[src/shared/usb_ep_map.svh]
// Field positions, sizes and encodings of the endpoint block.
`ifndef USB_EP_MAP_SVH
`define USB_EP_MAP_SVH

// Bit positions inside the endpoint status word.
`define ST_TX_DONE      0
`define ST_OUT_BANK0    1
`define ST_SETUP        2
`define ST_TX_READY     4
`define ST_OUT_BANK1    6
`define ST_DIR          7

// Byte buffer geometry: three banks of 32 bytes each.
`define EP_BUF_DEPTH    32
`define EP_PTR_W        5
`define EP_CNT_W        6
`define EP_BANKS        3
`define EP_ADDR_W       7

// Transfer kind encodings for the configurable endpoint.
`define KIND_CONTROL    2'h0
`define KIND_ISO        2'h1
`define KIND_BULK       2'h2
`define KIND_INTR       2'h3

// Transmit FIFO depth and the largest byte count that is kept.
`define TX_FIFO_DEPTH   8
`define CNT_MAX         6'h3F

`endif

[src/shared/usb_ep_pkg.sv]
// Types shared by the endpoint transaction logic and its neighbours.
package usb_ep_pkg;

    // Token kinds delivered by the serial engine.
    typedef enum logic [1:0] {
        PID_IN,
        PID_OUT,
        PID_SETUP
    } tok_pid_t;

    // Handshake answers sent back to the host.
    typedef enum logic {
        HS_ACK,
        HS_NAK
    } hs_kind_t;

    // States of the IN packet sender.
    typedef enum logic [1:0] {
        SND_IDLE,
        SND_PUSH,
        SND_WAIT
    } snd_state_t;

endpackage

[src/hdl/byte_fifo.sv]
// Small synchronous FIFO with valid and ready on both sides.
`timescale 1ns/100ps

module byte_fifo #(
    parameter int WIDTH = 9,
    parameter int DEPTH = 8
) (
    // Clock and reset.
    input  wire logic             ref_clk,
    input  wire logic             resetn,
    // Filling side.
    input  wire logic             in_valid,
    input  wire logic [WIDTH-1:0] in_data,
    output logic                  in_ready,
    // Draining side.
    output logic                  out_valid,
    output logic [WIDTH-1:0]      out_data,
    input  wire logic             out_ready
);

    localparam int AW = $clog2(DEPTH);

    logic [WIDTH-1:0] mem_q [DEPTH];   // Storage words.
    logic [AW-1:0]    wr_q, wr_d;      // Write index.
    logic [AW-1:0]    rd_q, rd_d;      // Read index.
    logic [AW:0]      cnt_q, cnt_d;    // Words held.
    logic             push, pop;

    // Full and empty come straight from the held count.
    assign in_ready  = (cnt_q < (AW+1)'(DEPTH));
    assign out_valid = (cnt_q != '0);
    assign out_data  = mem_q[rd_q];

    // Next indices and count; push and pop may share a cycle.
    always_comb begin
        push  = in_valid && in_ready;
        pop   = out_valid && out_ready;
        wr_d  = push ? AW'(wr_q + 1'b1) : wr_q;
        rd_d  = pop ? AW'(rd_q + 1'b1) : rd_q;
        cnt_d = cnt_q;
        if (push && !pop) begin
            cnt_d = (AW+1)'(cnt_q + 1'b1);
        end else if (pop && !push) begin
            cnt_d = (AW+1)'(cnt_q - 1'b1);
        end
    end

    // Registers only; the storage word is written on a push.
    always_ff @(posedge ref_clk or negedge resetn) begin
        if (!resetn) begin
            wr_q  <= '0;
            rd_q  <= '0;
            cnt_q <= '0;
            for (int i = 0; i < DEPTH; i++) begin
                mem_q[i] <= '0;
            end
        end else begin
            wr_q  <= wr_d;
            rd_q  <= rd_d;
            cnt_q <= cnt_d;
            if (push) begin
                mem_q[wr_q] <= in_data;
            end
        end
    end

endmodule

[src/hdl/ep_buffer.sv]
// Endpoint byte store: one write port and two read ports over all banks.
`timescale 1ns/100ps

`include "usb_ep_map.svh"

module ep_buffer (
    // Clock and reset.
    input  wire logic                  ref_clk,
    input  wire logic                  resetn,
    // Write port.
    input  wire logic                  wr_en,
    input  wire logic [`EP_ADDR_W-1:0] wr_addr,
    input  wire logic [7:0]            wr_data,
    // Read port for the packet sender.
    input  wire logic [`EP_ADDR_W-1:0] snd_addr,
    output logic [7:0]                 snd_data,
    // Read port for firmware.
    input  wire logic [`EP_ADDR_W-1:0] fw_addr,
    output logic [7:0]                 fw_data
);

    localparam int WORDS = `EP_BANKS * `EP_BUF_DEPTH;

    logic [7:0] mem_q [WORDS];   // Byte storage, flip-flops.

    // Both read ports look at the stored bytes directly.
    assign snd_data = mem_q[snd_addr];
    assign fw_data  = mem_q[fw_addr];

    // Storage is cleared at reset so a stale read shows zero.
    always_ff @(posedge ref_clk or negedge resetn) begin
        if (!resetn) begin
            for (int i = 0; i < WORDS; i++) begin
                mem_q[i] <= 8'h00;
            end
        end else if (wr_en) begin
            mem_q[wr_addr] <= wr_data;
        end
    end

endmodule

[src/hdl/usb_ep_in_ctrl.sv]
// Endpoint IN, OUT and control handshake logic for a full-speed device.
//
// Behaviour
// - Single buffer: NAK every IN until ready.
// - Ready with empty buffer sends zero-length packet.
// - Clearing ready discards the loaded packet.
// - Acknowledged IN sets done flag, interrupt.
// - Retries of unacknowledged IN handled internally.
// - Ping-pong: setting ready swaps firmware bank.
// - Ping-pong: NAK IN to bank not ready.
// - Ping-pong: done flag set per acknowledged bank.
// - Direction flag reads zero during setup.
// - Setup data on endpoint 0 sets setup flag, stored like OUT.
// - Setup flag clears other flags, raises interrupt.
// - Control full duplex, others one direction only.
// - Control IN data completion sets done flag.
// - Direction flag zero during status stages; the logic clears it only on setup, otherwise firmware writes it.
// - Status stage is opposite zero-length packet.
// - OUT sets bank0 flag; NAK until cleared.
// - Data port writes selected buffer, pointer advances.
// - Endpoint 0 is always the control endpoint.
`timescale 1ns/100ps

`include "usb_ep_map.svh"

module usb_ep_in_ctrl (
    // Clock and reset.
    input  wire logic                  ref_clk,
    input  wire logic                  resetn,
    // Firmware configuration.
    input  wire logic [2:0]            endpoint_select_reg,
    input  wire logic                  ep1_enable,
    input  wire logic [1:0]            endpoint_transfer_kind,
    input  wire logic                  ep1_dir_in,
    input  wire logic                  ep1_pingpong,
    input  wire logic                  irq_enable,
    // Firmware commands, one-cycle pulses on the selected endpoint.
    input  wire logic                  fw_set_tx_ready,
    input  wire logic                  fw_clr_tx_ready,
    input  wire logic                  fw_clr_tx_done,
    input  wire logic                  fw_clr_setup,
    input  wire logic                  fw_clr_out_bank0,
    input  wire logic                  fw_dir_write,
    input  wire logic                  fw_dir_value,
    input  wire logic                  fw_data_write,
    input  wire logic [7:0]            endpoint_data_port,
    input  wire logic                  fw_data_read,
    // Firmware status.
    output logic [7:0]                 fw_read_data,
    output logic [7:0]                 endpoint_status_reg,
    output logic [`EP_CNT_W-1:0]       byte_count,
    output logic                       usb_irq,
    // Tokens and received data from the serial engine.
    input  wire logic                  tok_valid,
    input  wire usb_ep_pkg::tok_pid_t  tok_pid,
    input  wire logic [2:0]            tok_ep,
    input  wire logic                  rx_valid,
    input  wire logic [7:0]            rx_data,
    input  wire logic                  rx_end,
    input  wire logic                  rx_crc_ok,
    input  wire logic                  host_ack,
    input  wire logic                  host_timeout,
    // Answers to the serial engine.
    output logic                       hs_valid,
    output usb_ep_pkg::hs_kind_t       hs_kind,
    output logic                       pkt_start,
    output logic                       pkt_data1,
    output logic                       pkt_zlp,
    output logic                       tx_valid,
    output logic [7:0]                 tx_data,
    output logic                       tx_last,
    input  wire logic                  tx_ready
);

    // Bank index of an endpoint: endpoint 0 owns bank 0 only.
    function automatic logic [1:0] bank_id(input logic ep, input logic bk);
        bank_id = ep ? (bk ? 2'h2 : 2'h1) : 2'h0;
    endfunction

    // Buffer address from a bank index and a byte pointer.
    function automatic logic [`EP_ADDR_W-1:0] buf_addr(
        input logic [1:0] bid, input logic [`EP_PTR_W-1:0] ptr);
        buf_addr = {bid, ptr};
    endfunction

    // Per-endpoint flags, indexed by endpoint (0 or 1); setup and direction are endpoint 0 only.
    logic [1:0][1:0]        rdy_q, rdy_d;        // Ready per bank.
    logic [1:0]             done_q, done_d;      // Transmit done.
    logic [1:0]             outb0_q, outb0_d;    // OUT bank 0 received.
    logic                   setup_q, setup_d;    // Setup received.
    logic                   dir_q, dir_d;        // Control direction.
    logic [1:0]             tog_q, tog_d;        // IN data toggle.
    logic [1:0]             fwbk_q, fwbk_d;      // Bank firmware fills.
    logic [1:0]             sndbk_q, sndbk_d;    // Bank sent next.
    logic [2:0][`EP_CNT_W-1:0] wcnt_q, wcnt_d;   // Bytes loaded per bank.
    logic [1:0][`EP_CNT_W-1:0] rcnt_q, rcnt_d;   // Bytes received.
    // Transaction and sender state.
    usb_ep_pkg::snd_state_t st_q, st_d;
    logic                   cur_q, cur_d;        // Endpoint in flight.
    logic [`EP_PTR_W-1:0]   idx_q, idx_d;        // Sender byte index.
    logic                   oact_q, oact_d;      // OUT data phase open.
    logic                   oacc_q, oacc_d;      // OUT data phase kept.
    logic                   osetup_q, osetup_d;  // Phase began with SETUP.
    logic [`EP_CNT_W-1:0]   ocnt_q, ocnt_d;      // Bytes seen this phase.
    logic [`EP_PTR_W-1:0]   frd_q, frd_d;        // Firmware read pointer.
    // Registered outputs.
    logic                   hsv_q, hsv_d;
    usb_ep_pkg::hs_kind_t   hsk_q, hsk_d;
    logic                   pst_q, pst_d, pd1_q, pd1_d, pz_q, pz_d;
    logic [7:0]             frdat_q, frdat_d, stat_q, stat_d;
    logic [`EP_CNT_W-1:0]   bc_q, bc_d;
    logic                   irq_q, irq_d;
    // Buffer and FIFO wiring.
    logic                   bwe;
    logic [`EP_ADDR_W-1:0]  bwa, bsa, bfa;
    logic [7:0]             bwd, bsd, bfd;
    logic                   fin_valid, fin_ready;
    logic [8:0]             fout;
    // Decoded selections.
    logic                   sel, sel_ok, tep, tep_ok, duplex, last;
    logic [1:0]             sbid;

    ep_buffer u_buf (
        .ref_clk  (ref_clk),
        .resetn   (resetn),
        .wr_en    (bwe),
        .wr_addr  (bwa),
        .wr_data  (bwd),
        .snd_addr (bsa),
        .snd_data (bsd),
        .fw_addr  (bfa),
        .fw_data  (bfd)
    );

    // The FIFO decouples the buffer from the serial engine's pace.
    byte_fifo #(.WIDTH(9), .DEPTH(`TX_FIFO_DEPTH)) u_fifo (
        .ref_clk   (ref_clk),
        .resetn    (resetn),
        .in_valid  (fin_valid),
        .in_data   ({last, bsd}),
        .in_ready  (fin_ready),
        .out_valid (tx_valid),
        .out_data  (fout),
        .out_ready (tx_ready)
    );
    assign tx_last = fout[8];
    assign tx_data = fout[7:0];

    // Selection decode; endpoint 0 is control whatever the kind input.
    always_comb begin
        sel    = endpoint_select_reg[0];
        sel_ok = (endpoint_select_reg == 3'h0) ||
                 (endpoint_select_reg == 3'h1 && ep1_enable);
        tep    = tok_ep[0];
        tep_ok = (tok_ep == 3'h0) || (tok_ep == 3'h1 && ep1_enable);
        duplex = (tok_ep == 3'h0) ||
                 (endpoint_transfer_kind == `KIND_CONTROL);
        sbid   = bank_id(cur_q, sndbk_q[cur_q]);
        last   = (6'(idx_q) + 6'h01 == wcnt_q[sbid]);
        bsa    = buf_addr(sbid, idx_q);
        bfa    = buf_addr(bank_id(sel, 1'b0), frd_q);
        fin_valid = (st_q == usb_ep_pkg::SND_PUSH);
    end

    // All flag, counter and handshake updates. Firmware clears come
    // first so that a hardware set in the same cycle wins.
    always_comb begin
        rdy_d = rdy_q;     done_d = done_q;   outb0_d = outb0_q;
        setup_d = setup_q; dir_d = dir_q;     tog_d = tog_q;
        fwbk_d = fwbk_q;   sndbk_d = sndbk_q; wcnt_d = wcnt_q;
        rcnt_d = rcnt_q;   st_d = st_q;       cur_d = cur_q;
        idx_d = idx_q;     oact_d = oact_q;   oacc_d = oacc_q;
        osetup_d = osetup_q; ocnt_d = ocnt_q; frd_d = frd_q;
        hsv_d = 1'b0;      hsk_d = hsk_q;     pst_d = 1'b0;
        pd1_d = pd1_q;     pz_d = pz_q;       frdat_d = frdat_q;
        bwe = 1'b0;        bwa = '0;          bwd = 8'h00;

        // Firmware commands on the selected endpoint.
        if (sel_ok) begin
            if (fw_clr_tx_done) begin
                done_d[sel] = 1'b0;
            end
            // Cancelling drops the packet last marked ready.
            if (fw_clr_tx_ready) begin
                if (sel && ep1_pingpong) begin
                    rdy_d[1][~fwbk_q[1]] = 1'b0;
                    wcnt_d[bank_id(1'b1, ~fwbk_q[1])] = '0;
                    fwbk_d[1] = ~fwbk_q[1];
                end else begin
                    rdy_d[sel][0] = 1'b0;
                    wcnt_d[bank_id(sel, 1'b0)] = '0;
                end
            end
            // Marking ready swaps the filling bank in ping-pong.
            if (fw_set_tx_ready) begin
                rdy_d[sel][fwbk_q[sel]] = 1'b1;
                if (sel && ep1_pingpong) begin
                    fwbk_d[1] = ~fwbk_q[1];
                end
            end
            // Clearing a receive flag frees the buffer for reuse.
            if (fw_clr_out_bank0) begin
                outb0_d[sel] = 1'b0;
                rcnt_d[sel] = '0;
                frd_d = '0;
            end
            if (fw_clr_setup && !sel) begin
                setup_d = 1'b0;
                rcnt_d[0] = '0;
                frd_d = '0;
            end
            if (fw_dir_write && !sel) begin
                dir_d = fw_dir_value;
            end
            if (fw_data_read) begin
                frdat_d = bfd;
                frd_d = `EP_PTR_W'(frd_q + 1'b1);
            end
            // Data port write lands at the fill pointer of the bank.
            if (fw_data_write &&
                wcnt_q[bank_id(sel, fwbk_q[sel])] < `EP_CNT_W'(`EP_BUF_DEPTH)
                && !(oact_q && oacc_q && rx_valid)) begin
                bwe = 1'b1;
                bwa = buf_addr(bank_id(sel, fwbk_q[sel]),
                    wcnt_q[bank_id(sel, fwbk_q[sel])][`EP_PTR_W-1:0]);
                bwd = endpoint_data_port;
                wcnt_d[bank_id(sel, fwbk_q[sel])] =
                    `EP_CNT_W'(wcnt_q[bank_id(sel, fwbk_q[sel])] + 1'b1);
            end
        end

        // Tokens are taken only while no IN packet is in flight.
        if (tok_valid && tep_ok && st_q == usb_ep_pkg::SND_IDLE) begin
            cur_d = tep;
            if (tok_pid == usb_ep_pkg::PID_IN) begin
                if (!duplex && !ep1_dir_in) begin
                    // Wrong direction for a one-way endpoint: no answer.
                    cur_d = cur_q;
                end else if (rdy_q[tep][sndbk_q[tep]]) begin
                    pst_d = 1'b1;
                    pd1_d = tog_q[tep];
                    pz_d  = (wcnt_q[bank_id(tep, sndbk_q[tep])] == '0);
                    idx_d = '0;
                    st_d  = pz_d ? usb_ep_pkg::SND_WAIT
                                 : usb_ep_pkg::SND_PUSH;
                end else begin
                    hsv_d = 1'b1;
                    hsk_d = usb_ep_pkg::HS_NAK;
                end
            end else if (duplex || !ep1_dir_in) begin
                // OUT or SETUP: a setup to endpoint 0 is always kept, anything else only if free.
                oact_d   = 1'b1;
                osetup_d = (tok_pid == usb_ep_pkg::PID_SETUP) && !tep;
                oacc_d   = osetup_d || !outb0_q[tep];
                ocnt_d   = '0;
            end
        end

        // OUT bytes are stored until the bank is full; extra is counted.
        if (oact_q && rx_valid) begin
            if (ocnt_q != `CNT_MAX) begin
                ocnt_d = `EP_CNT_W'(ocnt_q + 1'b1);
            end
            if (oacc_q && ocnt_q < `EP_CNT_W'(`EP_BUF_DEPTH)) begin
                bwe = 1'b1;
                bwa = buf_addr(bank_id(cur_q, 1'b0), ocnt_q[`EP_PTR_W-1:0]);
                bwd = rx_data;
            end
        end

        // End of an OUT phase: a bad CRC gets no answer at all.
        if (oact_q && rx_end) begin
            oact_d = 1'b0;
            if (rx_crc_ok) begin
                hsv_d = 1'b1;
                hsk_d = oacc_q ? usb_ep_pkg::HS_ACK : usb_ep_pkg::HS_NAK;
                if (oacc_q) begin
                    rcnt_d[cur_q] = ocnt_q;
                    frd_d = '0;
                    if (osetup_q) begin
                        setup_d = 1'b1;
                        outb0_d[0] = 1'b0;
                        done_d[0]  = 1'b0;
                        rdy_d[0]   = 2'b00;
                        wcnt_d[0]  = '0;
                        dir_d      = 1'b0;
                        tog_d[0]   = 1'b1;
                    end else begin
                        outb0_d[cur_q] = 1'b1;
                    end
                end
            end
        end

        // Sender: copy the bank into the FIFO, then wait for the host.
        case (st_q)
            usb_ep_pkg::SND_IDLE: begin
            end
            usb_ep_pkg::SND_PUSH: begin
                if (fin_ready) begin
                    idx_d = `EP_PTR_W'(idx_q + 1'b1);
                    if (last) begin
                        st_d = usb_ep_pkg::SND_WAIT;
                    end
                end
            end
            usb_ep_pkg::SND_WAIT: begin
                if (host_ack) begin
                    // Completion frees the bank and flips the toggle.
                    done_d[cur_q] = 1'b1;
                    rdy_d[cur_q][sndbk_q[cur_q]] = 1'b0;
                    wcnt_d[sbid] = '0;
                    tog_d[cur_q] = ~tog_q[cur_q];
                    if (cur_q && ep1_pingpong) begin
                        sndbk_d[1] = ~sndbk_q[1];
                    end
                    st_d = usb_ep_pkg::SND_IDLE;
                end else if (host_timeout) begin
                    // Bank kept intact; the next IN resends it.
                    st_d = usb_ep_pkg::SND_IDLE;
                end
            end
            default: begin
                st_d = usb_ep_pkg::SND_IDLE;
            end
        endcase
    end

    // Status word of the selected endpoint; interrupt from the flags of both endpoints.
    always_comb begin
        stat_d = 8'h00;
        bc_d   = '0;
        if (sel_ok) begin
            stat_d[`ST_TX_DONE]   = done_q[sel];
            stat_d[`ST_OUT_BANK0] = outb0_q[sel];
            stat_d[`ST_SETUP]     = !sel && setup_q;
            stat_d[`ST_TX_READY]  = rdy_q[sel][fwbk_q[sel]];
            stat_d[`ST_DIR]       = !sel && dir_q;
            bc_d = rcnt_q[sel];
        end
        irq_d = irq_enable &&
                (|done_q || |outb0_q || setup_q);
    end

    // State registers.
    always_ff @(posedge ref_clk or negedge resetn) begin
        if (!resetn) begin
            rdy_q <= '0;   done_q <= '0;  outb0_q <= '0;
            setup_q <= 1'b0; dir_q <= 1'b0; tog_q <= '0;
            fwbk_q <= '0;  sndbk_q <= '0; wcnt_q <= '0;
            rcnt_q <= '0;  st_q <= usb_ep_pkg::SND_IDLE;
            cur_q <= 1'b0; idx_q <= '0;   oact_q <= 1'b0;
            oacc_q <= 1'b0; osetup_q <= 1'b0; ocnt_q <= '0;
            frd_q <= '0;   hsv_q <= 1'b0; hsk_q <= usb_ep_pkg::HS_ACK;
            pst_q <= 1'b0; pd1_q <= 1'b0; pz_q <= 1'b0;
            frdat_q <= 8'h00; stat_q <= 8'h00; bc_q <= '0;
            irq_q <= 1'b0;
        end else begin
            rdy_q <= rdy_d;   done_q <= done_d; outb0_q <= outb0_d;
            setup_q <= setup_d; dir_q <= dir_d; tog_q <= tog_d;
            fwbk_q <= fwbk_d; sndbk_q <= sndbk_d; wcnt_q <= wcnt_d;
            rcnt_q <= rcnt_d; st_q <= st_d;     cur_q <= cur_d;
            idx_q <= idx_d;   oact_q <= oact_d; oacc_q <= oacc_d;
            osetup_q <= osetup_d; ocnt_q <= ocnt_d; frd_q <= frd_d;
            hsv_q <= hsv_d;   hsk_q <= hsk_d;   pst_q <= pst_d;
            pd1_q <= pd1_d;   pz_q <= pz_d;     frdat_q <= frdat_d;
            stat_q <= stat_d; bc_q <= bc_d;     irq_q <= irq_d;
        end
    end

    // Outputs straight from their registers.
    assign hs_valid            = hsv_q;
    assign hs_kind             = hsk_q;
    assign pkt_start           = pst_q;
    assign pkt_data1           = pd1_q;
    assign pkt_zlp             = pz_q;
    assign fw_read_data        = frdat_q;
    assign endpoint_status_reg = stat_q;
    assign byte_count          = bc_q;
    assign usb_irq             = irq_q;

endmodule

[config.mk]
export PLATFORM = sky130hd
export DESIGN_NAME = usb_ep_in_ctrl
export DESIGN_NICKNAME = d
export VERILOG_FILES = /design/src/shared/usb_ep_pkg.sv /design/src/hdl/byte_fifo.sv /design/src/hdl/ep_buffer.sv /design/src/hdl/usb_ep_in_ctrl.sv
export VERILOG_INCLUDE_DIRS = /design/src /design/src/shared
export SDC_FILE = /design/constraint.sdc
export NUM_CORES = 2
export LEC_CHECK = 0
export BUFFER_PORTS_ARGS = -buffer_cell sky130_fd_sc_hd__buf_4
export CORE_MARGIN = 2
export CORE_UTILIZATION = 57
export DETAILED_ROUTE_END_ITERATION = 10
export PLACE_DENSITY = 0.76
export SYNTH_ARGS = -nofsm -noshare
export SYNTH_HDL_FRONTEND = slang
export SYNTH_SLANG_ARGS = --single-unit
[constraint.sdc]
create_clock -name ref_clk -period 2.7 [get_ports ref_clk]
set_input_delay 0.27 -clock ref_clk [delete_from_list [all_inputs] [get_ports ref_clk]]
set_output_delay 0.27 -clock ref_clk [all_outputs]
set_load 0.01 [all_outputs]
==> summary.md <==
| Metric | Value |
|---|---|
| WP data arrival | `3.35 ns` |
| Sink Count | `940` |
| Largest net degree at the start of global routing | `112` |
| CP Max Fanout | `8` |
| CP max stage cell | `a32oi_4` |
| Failing checks | `setup timing` |
| Multi-input logic area | `24500 sq um` |
| Routed wl met3 | `between 10000 and 15000 microns` |
| Global route overflow | `0` |
| CTS Buf Count | `98` |
| Post-synth EDFFs | `0` |
| Most frequent cells in the layout | `934 x dfrtp_1, 658 x mux2_2, 416 x mux2i_1, 261 x buf_4, 195 x a22oi_1` |
| CP Cell Sequence | `mux2i_2 -> o2111a_2 -> buf_12 -> a32oi_4 -> nand4_1 -> buf_6 -> nor2_4 -> buf_8 -> mux2_4` |
| Uppermost layer routed | `met4` |
| P&R area growth vs syn | `21.4%` |
| Power Density | `about 800 nW/um^2` |
| Max Cap Violations | `0` |
| CP max stage delay | `0.51 ns` |
| Num rows | `106` |
| CTS root buf | `clkbuf_16` |
| Non-filler cells, final | `5045` |
| Vias in the first global route | `34300` |
| Period Utilization, post-route | `104%` |
| NumNets Final | `3939` |
| Top flop regs | `u_buf.mem_q (768), u_fifo.mem_q (72), wcnt_q (18)` |
| Fmax | `about 0.36 GHz` |
| Met2 WL post-DR | `65600 microns` |
| Post-layout minimum cycle time | `2.80 ns` |
| Relative slew slack | `about 40%` |
| DRT antenna net count | `0` |
| Layout Utilization | `69.7%` |
| Avg Inst Size Synth | `13.3 sq um` |
| Initial DRC Count | `3397` |
| Max FFs per register | `768` |
| Slew @ Worst Pin | `approximately 0.9 ns` |
| Vias | `33700` |
| Placed Cells | `4827` |
| HPWL after detailed placement | `93300 microns` |
| Vias per cell | `6.68` |
| Routed WL | `140000 microns` |
| Core region area | `83400 sq um` |
| Die Y-Extent | `294 microns` |
| Leakage | `0.0272 uW` |
| Mapped Area | `~48000 sq um` |
| WL per Instance | `27.7 microns` |
| Cell variety after synth | `70` |
| Gp weighted congestion | `0.984` |
| Setup WS post-layout | `-0.104 ns` |
| Most common cell after layout, fill and taps aside | `dfrtp_1` |
| Filler cells | `5528` |
| Ys flop type | `dfrtp_1` |
| Setup violations, final | `64` |
| CTS tree | `done` |
| #FFs+latches synth | `940` |
| I/O pins | `86` |
| Storage cell area | `23500 sq um` |
| Critical path endpoint category | `flop` |
| Clock Latency Late Sink | `0.68 ns` |
| DP Area | `52800 sq um` |
| Critical Path RT | `around 3.3 ns` |
| Die area | `86400 sq um` |
| H-tree levels | `3` |
| Worst slack at placement | `-0.142 ns` |
| Fin area | `58100 sq um` |
| Slew Limit Fails | `0` |
| Clk buf depth | `3` |
| Initial Utilization | `57.4%` |
| Global-route usage over all layers | `roughly a third` |
| Share of layout cells above drive strength 1 | `43.4%` |
| Register area share after synthesis | `49.1%` |
| Crit start category | `flop` |
| DR DRC count | `0` |
| Global-route wire length before repair | `roughly 210000 microns` |
| Power Total | `46600 uW` |
| Final hold violation count | `0` |
| Mapped Cells | `3613` |
| PortBufs | `82` |
| Peak supply drop | `668 uV` |
| YS warnings | `0` |
| Outcome | `finished with violations` |
| Clock transition at the registers of the reported paths | `approximately 0.07 ns` |
| Biggest register | `u_buf.mem_q` |
| Hold WC Path Type | `input port to flop` |
| Kind of critical path | `flop to flop` |
| DIE WIDTH | `294 microns` |
| M1 WL | `57000 microns` |
| Post-synth ARST share | `100%` |
| RSZ-0062 raised after global routing | `true` |
| Initial DRT Pass Iterations | `5` |
| Skew final | `0.0274 ns` |
| Initial antenna violation count | `0` |
worst paths after layout:
check                                 startpoint                to  slack, ns  depth (start not counted)
worst max-delay path                   fwbk_q[1]  u_buf.mem_q[370]      -0.10                          9
worst min-delay path                host_timeout           st_q[1]       0.03                          3
worst max register to register         fwbk_q[1]  u_buf.mem_q[370]      -0.10                          9
worst min register to register  u_fifo.mem_q[39]  u_fifo.mem_q[39]       0.48                          2
max in group asynchronous                 resetn   u_buf.mem_q[98]       1.51                          4
min in group asynchronous                 resetn     byte_count[3]       0.16                          2
worst max-delay path: cells and delay by family, from the launching register on:
| family | cells | cell delay [ns] |
|---|---|---|
| AO/OA/AOI/OAI | 2 | 0.81 |
| buffers and inverters | 3 | 0.55 |
| multiplexers | 2 | 0.49 |
| flip-flops | 1 | 0.44 |
| AND/OR/NAND/NOR | 2 | 0.39 |
stage by stage:
stage | setup TNS [ns] | hold WS [ns]
finish | -2.52 | 0.0349
global route | -16.96 | 0.0426
CTS | -1.48 | 0.00511
detailed placement | -11.91 | 0.266
global placement | -6.26 | 0.267
floorplan | -14.01 | -0.0256
area by class of cell:
class | instances | area share, %
clock inverters | 51 | 1.39
diodes | 2 | 0.00861
repair buffers | 446 | 8.76
inverters | 8 | 0.0516
clock buffers | 131 | 4.81
well taps | 1080 | 2.32
multi-input cells | 2387 | 42.2
flip-flops and latches | 940 | 40.5
routing by layer:
metal	vias up	global-route usage (%)
met5	-	0
met4	0	12.8
met3	297	6.62
met2	1642	50.2
met1	17600	44.6
li1	14100	-
cell families (layout without fill, tap and decap cells):
logic type,Yosys count,in the layout,synth area share [%]
fa+ha+maj,10,10,0.277
mux,1378,1378,35.3
compound gates,533,533,7.51
flops,940,940,49.1
xor+xnor,29,29,0.530
buf+inv,288,636,2.39
other cells,1,5,0.00783
simple gates,434,434,4.90
cells in the mapped netlist, types with 29 or more instances:
library cell / count / area share, %
mux4_2: 170 / 8.0
buf_1: 46 / 0.36
nand3_1: 29 / 0.30
clkbuf_1: 209 / 1.6
nor2_2: 48 / 0.63
nand2_2: 47 / 0.61
dfrtp_1: 940 / 49
o21ai_0: 100 / 1.0
mux2_1: 46 / 1.1
a22oi_1: 202 / 3.2
a21oi_1: 129 / 1.3
nand2_1: 164 / 1.3
mux2i_1: 418 / 8.7
nor2_1: 60 / 0.47
mux2_2: 744 / 17
where the power goes:
group          switching [uW]  total (uW)  internal, uW
Sequential                835       15800         14900
Combinational            9040       15700          6690
Clock                    5870       15100          9200
Total                   15700       46600         30800
what timing repair did:
action	CTS	global route
resized for setup	32	281
pin swaps	6	35
setup endpoints to repair	330	827
endpoints found under the hold margin	75	0
setup buffers	3	17
hold buffers	17	0
Power figures use the tool's default switching activity.
